<file path="src/pkg/dcff_cfg.svh">
// Constants for the dual clock fall-through buffer
`ifndef DCFF_CFG_SVH
`define DCFF_CFG_SVH

`define DCFF_DATA_WIDTH 8
`define DCFF_DEPTH 16
`define DCFF_FLAG_SYNC_STAGES 3
`define DCFF_STROBE_COUNT 4
`define DCFF_FULL_N_RST 1'h1
`define DCFF_EMPTY_N_RST 1'h0
`define DCFF_FULL_CHAIN_RST 1'h1
`define DCFF_EMPTY_CHAIN_RST 1'h0
`define DCFF_STROBE_RST 4'h0
`define DCFF_CTL_RST 5'h1F
`define DCFF_PEND_RST 1'h0

`endif

</file>
<file path="src/pkg/dcff_pkg.sv">
// Types shared by the dual clock fall-through buffer
`default_nettype none

package dcff_pkg;

  typedef enum logic [0:0] {
    DCFF_STYLE_EDGE = 1'b0,
    DCFF_STYLE_SYNC = 1'b1
  } dcff_style_type;

  typedef struct packed {
    logic wr_clk;
    logic rd_clk;
    logic wr_en_n;
    logic rd_en_n;
    logic style;
  } dcff_ctl_type;

  typedef struct packed {
    logic stage_strobe_first;
    logic stage_strobe_second;
    logic stage_strobe_third;
    logic stage_strobe_fourth;
  } dcff_strobe_type;

endpackage : dcff_pkg

`default_nettype wire

</file>
<file path="src/logic/dcff_fall_fifo.sv">
// Fall-through latch chain with one status flip-flop per stage
`timescale 1ns/1ps
`default_nettype none
`include "dcff_cfg.svh"

module dcff_fall_fifo #(
  parameter int WIDTH = `DCFF_DATA_WIDTH,
  parameter int DEPTH = `DCFF_DEPTH,
  parameter int CW = $clog2(DEPTH + 1)
) (
  input wire logic mclk,
  input wire logic resetn,
  input wire logic in_valid,
  output logic in_ready,
  input wire logic [WIDTH-1:0] in_data,
  output logic out_valid,
  input wire logic out_ready,
  output logic [WIDTH-1:0] out_data,
  output logic [CW-1:0] count,
  output logic [DEPTH-1:0] strobe
);

  logic [WIDTH-1:0] stage_data [DEPTH];
  logic [WIDTH-1:0] shift_in [DEPTH];
  logic [DEPTH-1:0] stage_full;
  logic [DEPTH-1:0] take;
  logic [DEPTH-1:0] leave;
  logic [DEPTH-1:0] next_full;
  logic [CW-1:0] next_count;
  wire logic in_fire;
  wire logic out_fire;

  ////////////////////////////////////////////////////////////////////////////
  // Stage strobes: stage DEPTH-1 is the entry, stage 0 faces the output
  // read shift
  assign leave[0] = out_ready && stage_full[0];

  genvar i;
  generate
    for (i = 0; i < DEPTH; i++) begin : g_stage
      if (i > 0) begin : g_up
        assign leave[i] = take[i-1];
      end
      if (i < DEPTH - 1) begin : g_mid
        assign take[i] = stage_full[i+1] && (!stage_full[i] || leave[i]);
        assign shift_in[i] = stage_data[i+1];
      end else begin : g_top
        assign take[i] = in_valid && (!stage_full[i] || leave[i]);
        assign shift_in[i] = in_data;
      end
      assign next_full[i] = take[i] || (stage_full[i] && !leave[i]);
    end
  endgenerate

  ////////////////////////////////////////////////////////////////////////////
  // Storage and status
  always_ff @(posedge mclk or negedge resetn) begin
    if (!resetn) begin
      stage_full <= '0;
    end else begin
      stage_full <= next_full;
    end
  end

  always_ff @(posedge mclk) begin
    for (int k = 0; k < DEPTH; k++) begin
      if (take[k]) begin
        stage_data[k] <= shift_in[k];
      end
    end
  end

  assign in_fire = in_valid && in_ready;
  assign out_fire = leave[0];
  assign next_count = count + CW'(in_fire) - CW'(out_fire);

  always_ff @(posedge mclk or negedge resetn) begin
    if (!resetn) begin
      count <= '0;
    end else begin
      count <= next_count;
    end
  end

  assign in_ready = !stage_full[DEPTH-1] || leave[DEPTH-1];
  assign out_valid = stage_full[0];
  assign out_data = stage_data[0];
  assign strobe = take;

endmodule : dcff_fall_fifo

`default_nettype wire

</file>
<file path="src/logic/dcff_top.sv">
// Dual clock buffer with edge-driven and synchronous styles
`timescale 1ns/1ps
`default_nettype none
`include "dcff_cfg.svh"

module dcff_top #(
  parameter int WIDTH = `DCFF_DATA_WIDTH,
  parameter int DEPTH = `DCFF_DEPTH,
  parameter int SYNC_STAGES = `DCFF_FLAG_SYNC_STAGES
) (
  input wire logic mclk,
  input wire logic resetn,
  input wire logic wr_clk,
  input wire logic rd_clk,
  input wire logic wr_en_n,
  input wire logic rd_en_n,
  input wire logic style_sync,
  input wire logic [WIDTH-1:0] wr_data,
  output logic [WIDTH-1:0] rd_data,
  output logic full_n,
  output logic empty_n,
  output dcff_pkg::dcff_strobe_type stage_strobes
);

  localparam int CW = $clog2(DEPTH + 1);
  localparam logic [CW-1:0] FULL_LEVEL = CW'(DEPTH);
  localparam logic [CW-1:0] LAST_FREE = CW'(DEPTH - 1);
  localparam logic [CW-1:0] ONE_WORD = CW'(1);

  ////////////////////////////////////////////////////////////////////////////
  // Pin synchronisers: two flops, then an edge detect on the second
  dcff_pkg::dcff_ctl_type ctl_pins;
  dcff_pkg::dcff_ctl_type ctl_meta;
  dcff_pkg::dcff_ctl_type ctl_sync;
  dcff_pkg::dcff_ctl_type ctl_prev;
  logic [WIDTH-1:0] data_meta;
  logic [WIDTH-1:0] data_sync;

  assign ctl_pins.wr_clk = wr_clk;
  assign ctl_pins.rd_clk = rd_clk;
  assign ctl_pins.wr_en_n = wr_en_n;
  assign ctl_pins.rd_en_n = rd_en_n;
  assign ctl_pins.style = style_sync;

  always_ff @(posedge mclk or negedge resetn) begin
    if (!resetn) begin
      ctl_meta <= `DCFF_CTL_RST;
      ctl_sync <= `DCFF_CTL_RST;
      ctl_prev <= `DCFF_CTL_RST;
    end else begin
      ctl_meta <= ctl_pins;
      ctl_sync <= ctl_meta;
      ctl_prev <= ctl_sync;
    end
  end

  always_ff @(posedge mclk or negedge resetn) begin
    if (!resetn) begin
      data_meta <= '0;
      data_sync <= '0;
    end else begin
      data_meta <= wr_data;
      data_sync <= data_meta;
    end
  end

  ////////////////////////////////////////////////////////////////////////////
  // Request decode
  wire logic wr_rise;
  wire logic rd_rise;
  wire logic sync_style;
  wire logic wr_request;
  wire logic rd_request;
  wire logic wr_accept;
  wire logic rd_accept;
  wire logic full_now;
  wire logic room_for_capture;

  assign wr_rise = ctl_sync.wr_clk && !ctl_prev.wr_clk;
  assign rd_rise = ctl_sync.rd_clk && !ctl_prev.rd_clk;
  assign sync_style = (dcff_pkg::dcff_style_type'(ctl_sync.style) == dcff_pkg::DCFF_STYLE_SYNC);

  assign wr_request = wr_rise && (!sync_style || !ctl_sync.wr_en_n);
  assign rd_request = rd_rise && (!sync_style || !ctl_sync.rd_en_n);

  ////////////////////////////////////////////////////////////////////////////
  // Capture register feeding the latch chain
  logic pend;
  logic [WIDTH-1:0] pend_data;
  logic next_pend;
  wire logic chain_ready;
  wire logic chain_valid;
  wire logic [WIDTH-1:0] chain_data;
  wire logic [CW-1:0] chain_count;
  wire logic [DEPTH-1:0] chain_strobe;
  wire logic [CW-1:0] occupancy;

  assign occupancy = chain_count + CW'(pend);
  assign full_now = (occupancy >= FULL_LEVEL);
  assign room_for_capture = !pend || chain_ready;

  assign wr_accept = wr_request && !full_now && room_for_capture;
  assign rd_accept = rd_request && chain_valid;

  // Set wins over drain so a capture in the draining cycle is kept
  assign next_pend = wr_accept || (pend && !chain_ready);

  always_ff @(posedge mclk or negedge resetn) begin
    if (!resetn) begin
      pend <= `DCFF_PEND_RST;
    end else begin
      pend <= next_pend;
    end
  end

  always_ff @(posedge mclk) begin
    if (wr_accept) begin
      pend_data <= data_sync;
    end
  end

  ////////////////////////////////////////////////////////////////////////////
  // Fall-through latch chain
  // order kept
  dcff_fall_fifo #(
    .WIDTH(WIDTH),
    .DEPTH(DEPTH),
    .CW(CW)
  ) u_chain (
    .mclk(mclk),
    .resetn(resetn),
    .in_valid(pend),
    .in_ready(chain_ready),
    .in_data(pend_data),
    .out_valid(chain_valid),
    .out_ready(rd_accept),
    .out_data(chain_data),
    .count(chain_count),
    .strobe(chain_strobe)
  );

  always_ff @(posedge mclk or negedge resetn) begin
    if (!resetn) begin
      rd_data <= '0;
    end else if (rd_accept) begin
      rd_data <= chain_data;
    end
  end

  ////////////////////////////////////////////////////////////////////////////
  // Flag sources
  wire logic raw_not_full;
  wire logic raw_not_empty;
  wire logic fills_now;
  wire logic empties_now;

  assign raw_not_full = !full_now;
  assign raw_not_empty = chain_valid;
  assign fills_now = wr_accept && (occupancy == LAST_FREE);
  assign empties_now = rd_accept && (chain_count == ONE_WORD) && !pend;

  ////////////////////////////////////////////////////////////////////////////
  // Synchronous style flag chains, stepped by the flag's own clock
  logic [SYNC_STAGES-1:0] full_chain;
  logic [SYNC_STAGES-1:0] empty_chain;
  wire logic full_chain_in;
  wire logic empty_chain_in;
  wire logic sync_full_n;
  wire logic sync_empty_n;

  assign full_chain_in = raw_not_full && !fills_now;
  assign empty_chain_in = raw_not_empty && !empties_now;

  assign sync_full_n = full_chain_in && full_chain[SYNC_STAGES-1];
  assign sync_empty_n = empty_chain_in && empty_chain[SYNC_STAGES-1];

  always_ff @(posedge mclk or negedge resetn) begin
    if (!resetn) begin
      full_chain <= {SYNC_STAGES{`DCFF_FULL_CHAIN_RST}};
    end else if (wr_rise) begin
      full_chain <= {full_chain[SYNC_STAGES-2:0], full_chain_in};
    end
  end

  always_ff @(posedge mclk or negedge resetn) begin
    if (!resetn) begin
      empty_chain <= {SYNC_STAGES{`DCFF_EMPTY_CHAIN_RST}};
    end else if (rd_rise) begin
      empty_chain <= {empty_chain[SYNC_STAGES-2:0], empty_chain_in};
    end
  end

  ////////////////////////////////////////////////////////////////////////////
  // Flag selection between the two styles
  wire logic next_full_n;
  wire logic next_empty_n;
  wire logic edge_full_n;
  wire logic edge_empty_n;

  assign edge_full_n = raw_not_full;
  assign edge_empty_n = raw_not_empty;

  assign next_full_n = sync_style ? (wr_rise ? sync_full_n : full_n) : edge_full_n;
  assign next_empty_n = sync_style ? (rd_rise ? sync_empty_n : empty_n) : edge_empty_n;

  always_ff @(posedge mclk or negedge resetn) begin
    if (!resetn) begin
      full_n <= `DCFF_FULL_N_RST;
      empty_n <= `DCFF_EMPTY_N_RST;
    end else begin
      full_n <= next_full_n;
      empty_n <= next_empty_n;
    end
  end

  ////////////////////////////////////////////////////////////////////////////
  // Strobe monitor: first four stages from the entry side
  dcff_pkg::dcff_strobe_type next_strobes;

  assign next_strobes.stage_strobe_first = chain_strobe[DEPTH-1];
  assign next_strobes.stage_strobe_second = chain_strobe[DEPTH-2];
  assign next_strobes.stage_strobe_third = chain_strobe[DEPTH-3];
  assign next_strobes.stage_strobe_fourth = chain_strobe[DEPTH-4];

  always_ff @(posedge mclk or negedge resetn) begin
    if (!resetn) begin
      stage_strobes <= `DCFF_STROBE_RST;
    end else begin
      stage_strobes <= next_strobes;
    end
  end

endmodule : dcff_top

`default_nettype wire

</file>
<file path="config.mk">
export PLATFORM = sky130hd
export DESIGN_NAME = dcff_top
export DESIGN_NICKNAME = d
export VERILOG_FILES = /design/src/pkg/dcff_pkg.sv /design/src/logic/dcff_fall_fifo.sv /design/src/logic/dcff_top.sv
export VERILOG_INCLUDE_DIRS = /design/src /design/src/pkg
export SDC_FILE = /design/constraint.sdc
export NUM_CORES = 1
export LEC_CHECK = 0
export BUFFER_PORTS_ARGS = -buffer_cell sky130_fd_sc_hd__buf_4
export CAP_MARGIN = 20
export CORE_MARGIN = 3
export CORE_UTILIZATION = 55
export CTS_BUF_LIST = sky130_fd_sc_hd__clkbuf_4 sky130_fd_sc_hd__clkbuf_8
export CTS_CLUSTER_SIZE = 40
export DETAILED_ROUTE_END_ITERATION = 16
export PLACE_DENSITY = 0.71
export SYNTH_ARGS = -nofsm -noshare
export SYNTH_HDL_FRONTEND = slang
export SYNTH_SLANG_ARGS = --single-unit
</file>
<file path="constraint.sdc">
create_clock -name mclk -period 2.9 [get_ports mclk]
set_input_delay 0 -clock mclk [delete_from_list [all_inputs] [get_ports mclk]]
set_output_delay 0 -clock mclk [all_outputs]
set_load 0.05 [all_outputs]
</file>
Word level (Yosys, flattened, before mapping)
Memories as Yosys holds them, arrays and structs flattened. A register that Yosys moved wholly into a read port is not among the register bits.
Index checks and enable logic that the tools add are counted.
- logic and storage cells: 198
- bits in registers: 70
- bits in writable memories: 128
- input port bits: 15
- memories: 1
- output and inout bits: 14
- $add $sub $neg: 3
- magnitude comparators: 1
- reduce and logical (&&, ||, !) cells: 127
- eq/ne operators: 4
- muxes and demuxes: 36
- memories (name ; words ; bits a word ; read ports ; clocked after memory_dff ; wr ports ; line ; text):
    u_chain.stage_data ; 16 ; 8 ; 16 ; 1 ; 16 ; dcff_fall_fifo.sv:23 ; logic [WIDTH-1:0] stage_data [DEPTH];
- operators by type and width (operator ; count):
    logical AND 1 bit ; 48
    zero test 1 bit ; 43
    logical OR 1 bit ; 36
    two-way mux 1 bit ; 36
    adder 5 x 1 -> 5 bit ; 2
    equality test 5 x 1 -> 1 bit, second input constant ; 1
    equality test 5 x 4 -> 1 bit, second input constant ; 1
    >= comparator 5 bit, second input constant ; 1
    subtractor 5 x 1 -> 5 bit ; 1
    != test 2 x 1 -> 1 bit, second input constant ; 2

Logic depth before layout (Yosys ltp)
- word-level depth: 44
- mapped depth: 12
- gate-level depth less buffers: 10

Hierarchy
Synthesis repeated with hierarchy kept, for this count alone.
- cell total of the unflattened synthesis: 344
- area, all modules: 6775.2 sq um
- by module, submodules not included (module ; area each (sq um) ; times used ; sequential area each (sq um) ; cells an instance):
    dcff_fall_fifo ; 4907.2 ; 1 ; 4369.2 ; 231
    dcff_top ; 1868.0 ; 1 ; 1486.4 ; 113

Worst setup path after synthesis
No wires, ideal clock.
- path kind: flip-flop to flip-flop
- start point: register ctl_sync[3] (netlist bit)
- end point: register u_chain.count[4]
- cell stages (with the launch flop): 13
- path slack: 0.000 ns
- period minus slack after synthesis: 2.900 ns
- path buffers: 2
- library setup time: 0.123 ns
- required time: 2.777 ns
- arrival time: 2.777 ns
- cells stage by stage: dfstp_2 nor2b_1 buf_2 a211oi_4 and2_1 buf_4 a21boi_0 ha_1 fa_1 a21oi_1 nor2_1 nor2_1 xnor2_1
- longest elaborated chain between the ends: 38
- ends and longest elaborated chain (item ; line ; text):
    start: declaration ; dcff_top.sv:34 ; dcff_pkg::dcff_ctl_type ctl_sync;
    start signal: assignment ; dcff_top.sv:48 ; ctl_sync <= `DCFF_CTL_RST;
    start signal: assignment ; dcff_top.sv:52 ; ctl_sync <= ctl_meta;
    logical AND 1 bit ; dcff_top.sv:80 ; assign rd_rise = ctl_sync.rd_clk && !ctl_prev.rd_clk;
    logical AND 1 bit ; dcff_top.sv:84 ; assign rd_request = rd_rise && (!sync_style || !ctl_sync.rd_en_n);
    logical AND 1 bit ; dcff_top.sv:103 ; assign rd_accept = rd_request && chain_valid;
    logical AND 1 bit ; dcff_fall_fifo.sv:36 ; assign leave[0] = out_ready && stage_full[0];
    logical OR 1 bit ; dcff_fall_fifo.sv:45 ; assign take[i] = stage_full[i+1] && (!stage_full[i] || leave[i]);
    logical AND 1 bit ; dcff_fall_fifo.sv:45 ;
    logical OR 1 bit ; dcff_fall_fifo.sv:45 ;
    logical AND 1 bit ; dcff_fall_fifo.sv:45 ;
    [... 24 more ...] ; n/a ;
    logical OR 1 bit ; dcff_fall_fifo.sv:45 ;
    logical AND 1 bit ; dcff_fall_fifo.sv:45 ;
    logical OR 1 bit ; n/a ;
    logical AND 1 bit ; n/a ;
    net chain_strobe[15] ; dcff_top.sv:95 ; wire logic [DEPTH-1:0] chain_strobe;
    adder 5 x 1 -> 5 bit ; dcff_fall_fifo.sv:75 ; assign next_count = count + CW'(in_fire) - CW'(out_fire);
    subtractor 5 x 1 -> 5 bit ; dcff_fall_fifo.sv:75 ;
    net u_chain.next_count[4] ; dcff_fall_fifo.sv:29 ; logic [CW-1:0] next_count;
    end signal: assignment ; dcff_fall_fifo.sv:81 ; count <= next_count;
    end: declaration ; dcff_fall_fifo.sv:19 ; output logic [CW-1:0] count,
The timed path passes the listed nets, and every way through them passes these cells.
A chain may end at the register's enable or synchronous reset.

Final worst setup path
- start point: register ctl_sync (netlist bit sync_style)
- end point: register u_chain.count[4]
- longest elaborated chain between the ends: 39
- ends and longest elaborated chain (item ; line):
    zero test 1 bit ; dcff_top.sv:84
    logical OR 1 bit ; dcff_top.sv:84
    logical AND 1 bit ; dcff_top.sv:84
    logical AND 1 bit ; dcff_top.sv:103
    logical AND 1 bit ; dcff_fall_fifo.sv:36
    logical OR 1 bit ; dcff_fall_fifo.sv:45
    logical AND 1 bit ; dcff_fall_fifo.sv:45
    logical OR 1 bit ; dcff_fall_fifo.sv:45
    [... 25 more ...] ; n/a
    logical OR 1 bit ; dcff_fall_fifo.sv:45
    logical AND 1 bit ; dcff_fall_fifo.sv:45
    logical OR 1 bit ; n/a
    logical AND 1 bit ; n/a
    net chain_strobe[15] ; dcff_top.sv:95
    adder 5 x 1 -> 5 bit ; dcff_fall_fifo.sv:75
    subtractor 5 x 1 -> 5 bit ; dcff_fall_fifo.sv:75
    net u_chain.next_count[4] ; dcff_fall_fifo.sv:29
The timed path passes the listed nets, and every way through them passes these cells.

==> summary.md <==
| Metric | Value |
|---|---|
| IO Count | 29 |
| Number of core rows | 39 |
| Detailed Place HPWL | 5430 um |
| Design area | 8010 um2 |
| DRT Pass-1 Iters | 4 |
| Final period util | 87.6% |
| Cts hold-fix bufs | 14 |
| Vias per inst | 4.96 |
| Primary FF master, synth | edfxtp_1 |
| Met3 Track Usage GR | 3.29% |
| Synth Warn # | 0 |
| Final Wtd Congestion | 0.688 |
| Reg2Reg Setup Slack | 0.36 ns |
| All-layer global routing usage | 13.5% |
| PD cells | 898 nW/um2 |
| Post-synthesis compound-gate area fraction | 2.65% |
| CTS max path bufs | 3 |
| Met2 Usage GRT | 24.6% |
| Final Hold Fails | 0 |
| Register area | 5860 um2 |
| Post-CTS Repair Setup Buffers | 0 |
| Average size of a mapped cell | 20.5 um2 |
| Largest area contributor in the netlist | edfxtp_1 |
| DR iter-0 viols | 242 |
| Final antenna diode count | 0 |
| Setup TNS | 0 ns |
| Post-synth ARST share | 34.0% |
| First-pass GRT wire length | 14700 um |
| Fillers | 762 |
| Mux cell area share after synthesis | 2.00% |
| Seq/Total Area, Yosys | 86.6% |
| Die W | 117 um |
| Post_cts resized | 0 |
| Maximum VDD drop | 0.605 mV |
| Root Driver | clkbuf_8 |
| Final nets | 439 |
| Min Hold Slack | 0.120 ns |
| Critical Path End Type | register |
| Max-Cap Viols | 0 |
| Status | finished, final reports clean |
| DRC | 0 |
| Number of synthesized flops with an enable pin | 136 |
| Startpoint types | register |
| Tmin final | 2.54 ns |
| Busiest grt layer | met2 |
| Mapped Nets | 356 |
| Wire per inst | 14.9 um |
| Final ANT Viol Nets | 0 |
| Die height | 117 um |
| Crit. Startpoint | sync_style$_DFF_PN1_ |
| Layout cells sized above 1 | 30.6% |
| CP Class | reg2reg |
| Initial antenna violation count | 0 |
| Slew @ Worst Pin | 0.869 ns |
| HP Start | wr_data[1] |
| Clock latency at the later pin of the worst-skew pair | 0.53 ns |
| Worst min path class | in2reg |
| RSZ-0062 raised after global routing | no |
| Synth Area in XOR/XNOR | 0.777% |
| Full die area | 13700 um2 |
| Seq cells post-synth | 206 |
| Clock buffer count from CTS | 31 |
| Slew headroom | 42.1% |
| Netlist Area Pre-Place | 6760 um2 |
| Slew Limit Fails | 0 |
| Final WL | 8630 um |
| GR Util met1 | 16.0% |
| Synth top area share | 60.4% |
| Clk slew on worst S/H paths | 0.06 ns |
| CTS tree | yes |
| Leakage power | 3.16 nW |
| Most common cell after layout, fill and taps aside | edfxtp_1 |
| Post-synthesis simple-gate area fraction | 4.85% |
| Worst Path Max Fanout | 8 |
| Largest net degree at the start of global routing | 71 |
| Worst Path Arrival | 2.99 ns |
| Main combinational cell family by area after synthesis | simple AND/OR/NAND/NOR gates |
| Multi-input logic area | 840 um2 |
| H-tree Lvls | 1 |
| P&R area growth vs syn | 18.5% |
| IO buf count | 28 |
| DR vias | 2884 |
| FMAX | 0.394 GHz |
| Worst R2R Start | sync_style$_DFF_PN1_ |
| Sink Count | 206 |
| Required time worst endpoint | 3.35 ns |
| DP Area | 7220 um2 |
| Global route overflow | 0 |
| Core area | 11700 um2 |
| Worst Clk Skew | 0.0165 ns |
| Yosys cell types | 40 |
| Final setup vio count | 0 |
| Initial Utilization | 57.7% |
| Most frequent cells in the layout | 136 x edfxtp_1, 54 x dfrtp_1, 40 x buf_4 |
| Post-Synth Adder-Cell Area | 2.15% |
| Vias in the first global route | 3152 |
| Top post-synthesis cells by area | edfxtp_1 60%, dfrtp_1 20%, dfstp_2 6.2% |
| Post-synthesis cell count | 330 |
-- final cells by class --
cell class | instances | share of cell area, %
sequential | 206 | 73.1
clock inverter | 9 | 0.578
clock buffer | 49 | 7.56
inverter | 12 | 0.562
timing repair buffer | 54 | 5.50
tap | 143 | 2.23
multi-input combinational | 108 | 10.5
-- report_power, final --
| part | switching (mW) | internal (mW) | total (mW) | leakage [nW] |
|---|---|---|---|---|
| sequential | 0.193 | 3.60 | 3.79 | 2.08 |
| clock | 1.01 | 1.33 | 2.34 | 0.353 |
| combinational | 0.650 | 0.413 | 1.06 | 0.728 |
-- flip-flops by register name (all words and copies together) (netlist names), 4 cells and up --
signal              count
u_chain.stage_data    128
u_chain.count           5
pend_data               8
stage_strobes           4
data_sync               8
rd_data                 8
ctl_meta                5
data_meta               8
u_chain.stage_full     16
ctl_sync                4
-- cells by family after synthesis --
| group | count (synthesis) |
|---|---|
| compound gates | 24 |
| xor+xnor | 6 |
| mux | 12 |
| fa+ha+maj | 11 |
| flops | 206 |
| simple gates | 55 |
| buf+inv | 16 |
-- synthesized netlist by cell type (2+ instances only) --
| cell type | instances |
|---|---|
| a21boi_0 | 3 |
| a21o_1 | 5 |
| a21oi_1 | 6 |
| a31oi_1 | 2 |
| and2_1 | 8 |
| and3_1 | 3 |
| buf_2 | 2 |
| dfrtp_1 | 54 |
| dfstp_2 | 16 |
| edfxtp_1 | 136 |
| ha_1 | 10 |
| inv_1 | 12 |
| mux2_2 | 12 |
| nand2_1 | 11 |
| nand2b_1 | 6 |
| nand3_1 | 3 |
| nand4_1 | 3 |
| nand4_2 | 2 |
| nor2_1 | 2 |
| nor2b_1 | 7 |
| or2_2 | 4 |
| xnor2_1 | 3 |
| xor2_1 | 3 |
-- worst max-delay path: stages (launching register included) --
cell      delay [ns]
dfstp_2         0.60
nand2_2         0.12
a211oi_4        0.24
and2_1          0.30
a21boi_1        0.13
ha_1            0.22
fa_1            0.40
a21oi_1         0.16
nor2_1          0.05
nor2_1          0.12
xnor2_1         0.13
-- per-layer routing --
| layer | wire length [um] | share of wire, % | up-vias |
|---|---|---|---|
| met5 | 0 | 0 | - |
| met4 | 220 | 2.5 | 0 |
| met3 | 338 | 3.9 | 23 |
| met2 | 4530 | 53 | 56 |
| met1 | 3540 | 41 | 1417 |
| li1 | - | - | 1388 |
-- metrics by stage --
stage                     cells  setup WS, ns  util, %  power [mW]
final                       581         0.360     68.4        7.20
after global routing        581        0.0896     68.4        7.59
after CTS                   581         0.328     68.4        7.31
after detailed placement    509         0.347     61.6        4.92
after global placement      509         0.463     61.6        4.86
after floorplan             330         0.220        -        4.55
-- final timing paths --
check,endpoint,cells after the start
max,u_chain.count[4]$_DFF_PN0_,10
min,data_meta[1]$_DFF_PN0_,2
max reg2reg,u_chain.count[4]$_DFF_PN0_,10
min reg2reg,ctl_sync[4]$_DFF_PN1_,0
max in group asynchronous,stage_strobes[1]$_DFF_PN0_,2
min in group asynchronous,rd_data[5]$_DFFE_PN0P_,2
Power figures use the tool's default switching activity.
